`config.mk`:
```
export PLATFORM = sky130hd
export DESIGN_NAME = sac_core
export DESIGN_NICKNAME = d
export VERILOG_FILES = /design/src/logic/sac_pkg.sv /design/src/logic/sac_sync.sv /design/src/logic/sac_core.sv
export VERILOG_INCLUDE_DIRS = /design/src /design/src/logic
export SDC_FILE = /design/constraint.sdc
export NUM_CORES = 1
export LEC_CHECK = 0
export ABC_AREA = 1
export BUFFER_PORTS_ARGS = -buffer_cell sky130_fd_sc_hd__buf_2
export CAP_MARGIN = 20
export CELL_PAD_IN_SITES_DETAIL_PLACEMENT = 1
export CELL_PAD_IN_SITES_GLOBAL_PLACEMENT = 2
export CORE_MARGIN = 3
export CORE_UTILIZATION = 31
export DETAILED_ROUTE_END_ITERATION = 7
export GPL_TIMING_DRIVEN = 0
export PLACE_DENSITY = 0.77
export SLEW_MARGIN = 10
export SYNTH_ARGS = -nofsm -noshare
export SYNTH_HDL_FRONTEND = slang
export SYNTH_SLANG_ARGS = --single-unit
```
`constraint.sdc`:
```
create_clock -name clock -period 2 [get_ports clock]
set_input_delay 0 -clock clock [delete_from_list [all_inputs] [get_ports clock]]
set_output_delay 0 -clock clock [all_outputs]
set_load 0.01 [all_outputs]
```
`src/logic/sac_defines.svh`:
```
`ifndef SAC_DEFINES_SVH
`define SAC_DEFINES_SVH
`define SAC_ADDR_CHSEL    8'hBB
`define SAC_ADDR_CFG      8'hBC
`define SAC_ADDR_RESULT   8'hBE
`define SAC_ADDR_LOWER    8'hC4
`define SAC_ADDR_UPPER    8'hC6
`define SAC_ADDR_CTRL     8'hE8
`define SAC_RST_CHSEL     8'h00
`define SAC_RST_CFG       8'hF8
`define SAC_RST_RESULT    8'h00
`define SAC_RST_LOWER     8'hFF
`define SAC_RST_UPPER     8'h00
`define SAC_RST_CTRL      8'h00
`define SAC_CFG_WMASK     8'hFB
`define SAC_BIT_EN        7
`define SAC_BIT_TM        6
`define SAC_BIT_DONE      5
`define SAC_BIT_BUSY      4
`define SAC_BIT_WIN       3
`define SAC_TRACK_CLKS    3'h3
`define SAC_CONV_CLKS     4'h8
`endif

```
`src/logic/sac_pkg.sv`:
```
package sac_pkg;
  typedef enum logic [1:0] {
    SAC_IDLE,
    SAC_TRACK,
    SAC_CONV
  } sac_state_e;

  typedef struct packed {
    logic       wr;
    logic       rd;
    logic [7:0] addr;
    logic [7:0] wdata;
  } sac_bus_s;

  typedef struct packed {
    logic       tmr0_ovf;
    logic       tmr1_ovf;
    logic       tmr2_lo_ovf;
    logic       tmr2_hi_ovf;
    logic       tmr2_16bit;
  } sac_timer_s;
endpackage

```
`src/logic/sac_sync.sv`:
```
`timescale 1ns/1ps
module sac_sync
  import sac_pkg::*;
(
  // Clock and reset.
  input  wire logic clock,
  input  wire logic rst_n,
  // Asynchronous level in, synchronised level out.
  input  wire logic async_in,
  output logic      sync_out
);
  logic meta_ff;
  logic sync_ff;

  always_ff @(posedge clock or negedge rst_n)
  begin
    if (!rst_n)
    begin
      meta_ff <= 1'b0;
      sync_ff <= 1'b0;
    end
    else
    begin
      meta_ff <= async_in;
      sync_ff <= meta_ff;
    end
  end

  assign sync_out = sync_ff;
endmodule

```
`src/logic/sac_core.sv`:
```
`timescale 1ns/1ps
`include "sac_defines.svh"
module sac_core
  import sac_pkg::*;
(
  // Clock and reset.
  input  wire logic       clock,
  input  wire logic       rst_n,
  // Register port.
  input  wire sac_bus_s   bus,
  output logic [7:0]      rdata,
  // Start sources.
  input  wire sac_timer_s tmr,
  input  wire logic       ext_conv_start,
  // Analog front end.
  input  wire logic       cmp_in,
  output logic [3:0]      positive_input_sel,
  output logic [2:0]      negative_pin_sel,
  output logic            negative_is_gnd,
  output logic            differential_mode,
  output logic [1:0]      gain_select,
  output logic            analog_enable,
  output logic            track_active,
  output logic [7:0]      sar_trial,
  output logic            sar_clk_en,
  // Status.
  output logic            conv_busy,
  output logic            conv_done_irq
);
  logic [7:0] chsel_ff;
  logic [7:0] cfg_ff;
  logic [7:0] result_ff;
  logic [7:0] lower_ff;
  logic [7:0] upper_ff;
  logic [7:0] ctrl_ff;
  logic [4:0] div_cnt_ff;
  logic [3:0] step_ff;
  logic [7:0] sar_ff;
  logic       busy_d_ff;
  logic       ext_d_ff;
  logic       ext_sync;
  logic       ext_rise;
  logic       sw_start;
  logic       trig;
  logic       tmr2_ovf;
  logic       win_hit;
  logic       done_evt;
  logic       wr_ctrl;
  logic       tm_lp;
  logic       src_ext;
  logic       sar_tick;
  logic [7:0] res_nxt;
  sac_state_e state_ff;
  sac_state_e nxt_state;

  sac_sync u_ext_sync (
    .clock    (clock),
    .rst_n    (rst_n),
    .async_in (ext_conv_start),
    .sync_out (ext_sync)
  );

  assign negative_is_gnd    = chsel_ff[7];
  assign negative_pin_sel   = chsel_ff[6:4];
  assign differential_mode  = ~chsel_ff[7];
  assign positive_input_sel = chsel_ff[3:0];
  assign gain_select        = cfg_ff[1:0];
  assign analog_enable      = ctrl_ff[`SAC_BIT_EN];
  assign sar_trial          = sar_ff;
  assign conv_busy          = (state_ff != SAC_IDLE);
  assign tm_lp              = ctrl_ff[`SAC_BIT_TM];
  assign src_ext            = ctrl_ff[2];

  // SAR clock enable: one pulse every divider+1 system clocks.
  always_ff @(posedge clock or negedge rst_n)
  begin
    if (!rst_n)
      div_cnt_ff <= 5'h00;
    else if (div_cnt_ff >= cfg_ff[7:3])
      div_cnt_ff <= 5'h00;
    else
      div_cnt_ff <= div_cnt_ff + 5'h01;
  end
  assign sar_tick   = (div_cnt_ff >= cfg_ff[7:3]);
  assign sar_clk_en = sar_tick;

  assign wr_ctrl  = bus.wr && (bus.addr == `SAC_ADDR_CTRL);
  assign sw_start = wr_ctrl && bus.wdata[`SAC_BIT_BUSY]
                    && (bus.wdata[2:0] == 3'h0);
  assign tmr2_ovf = tmr.tmr2_16bit ? tmr.tmr2_hi_ovf : tmr.tmr2_lo_ovf;
  assign ext_rise = ext_sync && !ext_d_ff;

  always_comb
  begin
    case (ctrl_ff[2:0])
      3'h0:    trig = sw_start;
      3'h1:    trig = tmr.tmr0_ovf;
      3'h2:    trig = tmr2_ovf;
      3'h3:    trig = tmr.tmr1_ovf;
      default: trig = ext_rise;
    endcase
  end

  // Tracking: normal mode whenever enabled and idle; low-power per source.
  always_comb
  begin
    if (!ctrl_ff[`SAC_BIT_EN])
      track_active = 1'b0;
    else if (!tm_lp)
      track_active = (state_ff == SAC_IDLE);
    else if (src_ext)
      track_active = (state_ff == SAC_IDLE) && !ext_sync;
    else
      track_active = (state_ff == SAC_TRACK);
  end

  always_comb
  begin
    nxt_state = state_ff;
    case (state_ff)
      SAC_IDLE:
        if (ctrl_ff[`SAC_BIT_EN] && trig)
          nxt_state = (tm_lp && !src_ext) ? SAC_TRACK : SAC_CONV;
      SAC_TRACK:
        if (sar_tick && step_ff == `SAC_TRACK_CLKS - 4'h1)
          nxt_state = SAC_CONV;
      SAC_CONV:
        if (sar_tick && step_ff == `SAC_CONV_CLKS - 4'h1)
          nxt_state = SAC_IDLE;
      default:
        nxt_state = SAC_IDLE;
    endcase
    if (!ctrl_ff[`SAC_BIT_EN])
      nxt_state = SAC_IDLE;
  end

  always_ff @(posedge clock or negedge rst_n)
  begin
    if (!rst_n)
      state_ff <= SAC_IDLE;
    else
      state_ff <= nxt_state;
  end

  // Step counter counts SAR clocks within track and conversion phases.
  always_ff @(posedge clock or negedge rst_n)
  begin
    if (!rst_n)
      step_ff <= 4'h0;
    else if (nxt_state != state_ff)
      step_ff <= 4'h0;
    else if (sar_tick && state_ff != SAC_IDLE)
      step_ff <= step_ff + 4'h1;
  end

  // Successive approximation: one bit decided per SAR clock, MSB first.
  always_comb
  begin
    res_nxt = sar_ff;
    if (!cmp_in)
      res_nxt[3'h7 - step_ff[2:0]] = 1'b0;
    if (step_ff[2:0] != 3'h7)
      res_nxt[3'h6 - step_ff[2:0]] = 1'b1;
  end

  always_ff @(posedge clock or negedge rst_n)
  begin
    if (!rst_n)
      sar_ff <= 8'h80;
    else if (state_ff != SAC_CONV)
      sar_ff <= 8'h80;
    else if (sar_tick)
      sar_ff <= res_nxt;
  end

  assign done_evt   = busy_d_ff && (state_ff == SAC_IDLE);

  // A conversion cut short by disabling leaves busy without raising completion.
  always_ff @(posedge clock or negedge rst_n)
  begin
    if (!rst_n)
    begin
      busy_d_ff <= 1'b0;
      ext_d_ff  <= 1'b0;
    end
    else
    begin
      busy_d_ff <= (state_ff == SAC_CONV) && ctrl_ff[`SAC_BIT_EN];
      ext_d_ff  <= ext_sync;
    end
  end

  // Window compare; signed in differential mode.
  always_comb
  begin
    logic gt_lo;
    logic lt_up;
    logic up_gt_lo;
    gt_lo    = 1'b0;
    lt_up    = 1'b0;
    up_gt_lo = 1'b0;
    if (differential_mode)
    begin
      gt_lo    = $signed(result_ff) > $signed(lower_ff);
      lt_up    = $signed(result_ff) < $signed(upper_ff);
      up_gt_lo = $signed(upper_ff) > $signed(lower_ff);
    end
    else
    begin
      gt_lo    = result_ff > lower_ff;
      lt_up    = result_ff < upper_ff;
      up_gt_lo = upper_ff > lower_ff;
    end
    win_hit = up_gt_lo ? (gt_lo && lt_up) : (gt_lo || lt_up);
  end

  // Result capture at the end of the final SAR step.
  always_ff @(posedge clock or negedge rst_n)
  begin
    if (!rst_n)
      result_ff <= `SAC_RST_RESULT;
    else if (state_ff == SAC_CONV && nxt_state == SAC_IDLE && ctrl_ff[`SAC_BIT_EN])
      result_ff <= res_nxt;
    else if (bus.wr && bus.addr == `SAC_ADDR_RESULT)
      result_ff <= bus.wdata;
  end

  always_ff @(posedge clock or negedge rst_n)
  begin
    if (!rst_n)
    begin
      chsel_ff <= `SAC_RST_CHSEL;
      cfg_ff   <= `SAC_RST_CFG;
      lower_ff <= `SAC_RST_LOWER;
      upper_ff <= `SAC_RST_UPPER;
    end
    else if (bus.wr)
    begin
      if (bus.addr == `SAC_ADDR_CHSEL)
        chsel_ff <= bus.wdata;
      if (bus.addr == `SAC_ADDR_CFG)
        cfg_ff <= bus.wdata & `SAC_CFG_WMASK;
      if (bus.addr == `SAC_ADDR_LOWER)
        lower_ff <= bus.wdata;
      if (bus.addr == `SAC_ADDR_UPPER)
        upper_ff <= bus.wdata;
    end
  end

  // Control: flags set by hardware win over a same-cycle software clear.
  always_ff @(posedge clock or negedge rst_n)
  begin
    if (!rst_n)
      ctrl_ff <= `SAC_RST_CTRL;
    else
    begin
      if (wr_ctrl)
      begin
        ctrl_ff[7:6] <= bus.wdata[7:6];
        ctrl_ff[2:0] <= bus.wdata[2:0];
        ctrl_ff[`SAC_BIT_DONE] <= bus.wdata[`SAC_BIT_DONE];
        ctrl_ff[`SAC_BIT_WIN]  <= bus.wdata[`SAC_BIT_WIN];
      end
      if (done_evt)
        ctrl_ff[`SAC_BIT_DONE] <= 1'b1;
      if (done_evt && win_hit)
        ctrl_ff[`SAC_BIT_WIN] <= 1'b1;
      ctrl_ff[`SAC_BIT_BUSY] <= 1'b0;
    end
  end

  assign conv_done_irq = done_evt;

  always_ff @(posedge clock or negedge rst_n)
  begin
    if (!rst_n)
      rdata <= 8'h00;
    else if (bus.rd)
    begin
      case (bus.addr)
        `SAC_ADDR_CHSEL:  rdata <= chsel_ff;
        `SAC_ADDR_CFG:    rdata <= cfg_ff;
        `SAC_ADDR_RESULT: rdata <= result_ff;
        `SAC_ADDR_LOWER:  rdata <= lower_ff;
        `SAC_ADDR_UPPER:  rdata <= upper_ff;
        `SAC_ADDR_CTRL:   rdata <= {ctrl_ff[7:5], conv_busy, ctrl_ff[3:0]};
        default:          rdata <= 8'h00;
      endcase
    end
  end

  property p_cfg_bit2;
    @(posedge clock) disable iff (!rst_n) cfg_ff[2] == 1'b0;
  endproperty
  a_cfg_bit2: assert property (p_cfg_bit2) else $error("cfg bit2 set");

  property p_no_conv_off;
    @(posedge clock) disable iff (!rst_n)
      !ctrl_ff[`SAC_BIT_EN] |=> state_ff == SAC_IDLE;
  endproperty
  a_no_conv_off: assert property (p_no_conv_off) else $error("conv while off");

  property p_done_sticky;
    @(posedge clock) disable iff (!rst_n)
      ctrl_ff[`SAC_BIT_DONE] && !wr_ctrl |=> ctrl_ff[`SAC_BIT_DONE];
  endproperty
  a_done_sticky: assert property (p_done_sticky) else $error("done lost");

  property p_done_set;
    @(posedge clock) disable iff (!rst_n)
      done_evt |=> ctrl_ff[`SAC_BIT_DONE];
  endproperty
  a_done_set: assert property (p_done_set) else $error("done not set");

  property p_win_sticky;
    @(posedge clock) disable iff (!rst_n)
      ctrl_ff[`SAC_BIT_WIN] && !wr_ctrl |=> ctrl_ff[`SAC_BIT_WIN];
  endproperty
  a_win_sticky: assert property (p_win_sticky) else $error("window lost");

  property p_no_start_nonsw;
    @(posedge clock) disable iff (!rst_n)
      state_ff == SAC_IDLE && ctrl_ff[2:0] != 3'h0 && !tmr.tmr0_ovf && !tmr.tmr1_ovf
      && !tmr.tmr2_lo_ovf && !tmr.tmr2_hi_ovf && !ext_rise |=> state_ff == SAC_IDLE;
  endproperty
  a_no_start_nonsw: assert property (p_no_start_nonsw) else $error("bad start");

  property p_track_norm;
    @(posedge clock) disable iff (!rst_n)
      ctrl_ff[`SAC_BIT_EN] && !tm_lp && state_ff == SAC_IDLE |-> track_active;
  endproperty
  a_track_norm: assert property (p_track_norm) else $error("not tracking");

  property p_diff_mode;
    @(posedge clock) disable iff (!rst_n)
      differential_mode == (chsel_ff[7:4] < 4'h8);
  endproperty
  a_diff_mode: assert property (p_diff_mode) else $error("mode wrong");
endmodule

```
==> impl_metrics.ini <==
[timing]
final-setup-viol-count = 12
max_slew.worst_pin.slew_ns = 0.675
setup_tns_ns = -0.852
slew_headroom = 0.548
rsz0062_at_grt = true
setup_ws_ns = -0.104
drv_slew = 0
min_period_ns = 2.10
hold_slack_ns = 0.0310
fmax_ghz = 0.475
period_share = 1.05
skew_ns = 0.00613
final_hold_viol_count = 0

[finish]
final_area_um2 = 5820
multiInputGateArea_um2 = 2430
drive_gt1_frac = 0.268
syn_to_final_growth_pct = 27.4
fin_util = 0.411
final_cells = 847
diodes = 0
seq_area_um2 = 1950
fillCellCount = 1726
nNetsFinal = 721

[die]
placeableCoreArea_um2 = 14100
num_rows = 43
fp.dieArea_um2 = 16200
die_h_um = 127
start_util = 0.323
pin_count = 59
die_w_um = 127

[global_route]
grt_pass1_vias = 4533
grt_max_degree = 48
grt_pass1_wl_um = 24300
track_usage = 0.192
gr-total-overflow = 0
antenna_found_initial = 0

[yosys]
yosysTopAreaCell = dfrtp_1
netlist_instances = 574
ys_warn_count = 0
async_reset_ff_frac = 1.00
ys_ff_latch = 77
yosys.cell_count.top_type = nand2_1
synth.top_cell.area_share = 0.345
synth_area_leaders = dfrtp_1, ha_1, nand2_1, dfstp_2, inv_1
netlist_area_um2 = 4570
synth-edff-count = 0
synth_nets = 633
syn_area_per_cell_um2 = 7.96
ys_types = 42
synth-main-ff-cell = dfrtp_1
synth_commonest_cells = nand2_1, inv_1, dfrtp_1, o21ai_0, nor2_1
seq_area_frac_synth = 0.426

[worst_setup_path]
worstPathRequired_ns = 2.28
slowest_delay_ns = 0.55
r2r.worst_path.cells = 15
crit_start = cfg_ff[7]$_DFFE_PN1P_
cp-endpoint = result_ff[3]$_DFFE_PN0P_
r2r-end = result_ff[3]$_DFFE_PN0P_
critPathTopFamily = simple AND/OR/NAND/NOR gates
rrSetupSlack_ns = -0.10
start_kind = flop
cp.depth = 15
worstSetupPathType = flop to flop
endpoint_kind = flop
critPathArrivalTime_ns = 2.38
path_cells = inv_4 -> ha_4 -> nand2_2 -> inv_2 -> a21oi_4 -> buf_6 -> nand4_4 -> nand2_1 -> inv_1 -> nand2_2 -> inv_2 -> nand3_4 -> buf_6 -> or2_1 -> nand3_1
crit_path_max_fanout = 5
r2r-start = cfg_ff[7]$_DFFE_PN1P_
worst-path-buf-inv = 6
crit_path_top_delay_cell = dfstp_2

[worst_hold_path]
hold_depth = 3
min_path_type = input port to flop

[placed_design]
io_buffers = 58
place_inst = 813
dpl_cell_area_um2 = 5140
hpwl_um = 11500
dp_worst_setup_slack_ns = -0.291
place_congestion = 0.837

[outcome]
violations = setup timing
status = finished, violations left

[routing]
wirelength_um = 15100
drt_first_pass_iters = 4
wl_per_cell_um = 17.8
via_per_inst = 5.04
route.detailed.drc = 0
via_count = 4269
drt_iter0_drc = 200
ant_nets = 0

[clock_network]
htreeDepth = 3
clk_pin_slew_ns = 0.06
cts_inserted_buffers = 9
clock_latency_ns = 0.35
cts_tree = yes
clockBufferDepth = 2
cts_sinks = 77
clockRootBuffer = clkbuf_16

[run]
cap_violations = 0

[pwr]
vdd_drop_max_mv = 0.498
power_mw = 5.62
leakagePower_nw = 2.80
p_per_area_nw_per_um2 = 966
==> layout make-up <==
class,count,share of cell area
multi-input cells,392,0.417
flip-flops and latches,77,0.335
repair buffers,77,0.0823
inverters,94,0.0619
clock buffers,12,0.0441
well taps,180,0.0387
plain buffers,11,0.0131
clock inverters,4,0.00817
==> power by group <==
| part | internal, mW | total [mW] | switching [mW] |
|---|---|---|---|
| combinational | 0.761 | 1.84 | 1.08 |
| clock | 1.03 | 1.70 | 0.667 |
| sequential | 1.81 | 2.08 | 0.275 |
==> placed cells by master, fill, tap and decap left out, types with 3 or more instances in the layout <==
cell / n
buf_4: 12
o22ai_1: 20
nand3_2: 6
nor2_2: 10
or2_1: 4
o21ai_0: 51
dfrtp_1: 60
clkbuf_16: 9
nor3_1: 7
mux2_2: 4
nand2_2: 12
dfrtp_2: 3
dfstp_2: 14
inv_4: 3
ha_4: 10
nand2_1: 93
buf_6: 4
nand3_1: 33
xor2_1: 3
o21ai_1: 5
ha_1: 22
a21oi_1: 29
nor2_1: 46
buf_2: 61
inv_1: 80
nand4_1: 11
inv_2: 11
dlygate4sd3_1: 8
==> worst min path at each step <==
| stage | start | endpoint | slack (ns) |
|---|---|---|---|
| finish | bus[0] | ctrl_ff[0]$_DFFE_PN0N_ | 0.03 |
| global route | bus[1] | ctrl_ff[1]$_DFFE_PN0N_ | 0.02 |
| CTS | bus[0] | ctrl_ff[0]$_DFFE_PN0N_ | 0.03 |
| detailed placement | rst_n | chsel_ff[2]$_DFFE_PN0P_ | -0.02 |
| global placement | ext_conv_start | u_ext_sync.meta_ff$_DFF_PN0_ | 0.11 |
| floorplan | rst_n | busy_d_ff$_DFF_PN0_ | -0.30 |
==> flip-flops by register name, summed over array words and instances (netlist names) <==
register             count
chsel_ff                 8
lower_ff                 8
rdata                    8
result_ff                8
sar_trial                8
upper_ff                 8
cfg_ff                   7
ctrl_ff                  7
div_cnt_ff               5
step_ff                  4
state_ff                 2
busy_d_ff                1
ext_d_ff                 1
u_ext_sync.meta_ff       1
u_ext_sync.sync_out      1
==> worst reg2reg max path, delay by kind of cell, from the launching register on <==
| kind | cells | cell delay, ns |
|---|---|---|
| AOI/OAI and AO/OA | 1 | 0.06 |
| adders and majority gates | 1 | 0.27 |
| buffers and inverters | 6 | 0.52 |
| DFF | 1 | 0.55 |
| and+or+nand+nor | 7 | 0.64 |
==> logic make-up (layout without fill, tap and decap cells) <==
group,Yosys count,count (layout),share of synthesized area
xor+xnor,5,5,0.00959
fa+ha+maj,32,32,0.0876
compound gates,118,118,0.142
simple gates,233,233,0.232
mux,4,4,0.00986
flops,77,77,0.426
buf+inv,105,198,0.0931
==> per-layer routing <==
layer  track usage  vias up  share of wire
met1         0.241     2099           0.44
met4        0.0454        0          0.014
met3        0.0418       15          0.040
met2         0.338       80           0.50
met5             0        -              0
li1              -     2075              -
==> what timing repair did <==
action | in CTS | in global routing
endpoints found under the setup margin | 20 | 21
endpoints found under the hold margin | 45 | 0
cloned | 1 | 0
hold buffers | 8 | 0
buffers inserted | 6 | 3
pin swaps | 6 | 25
gates resized for setup | 15 | 43
(Power assumes the default switching activity.)
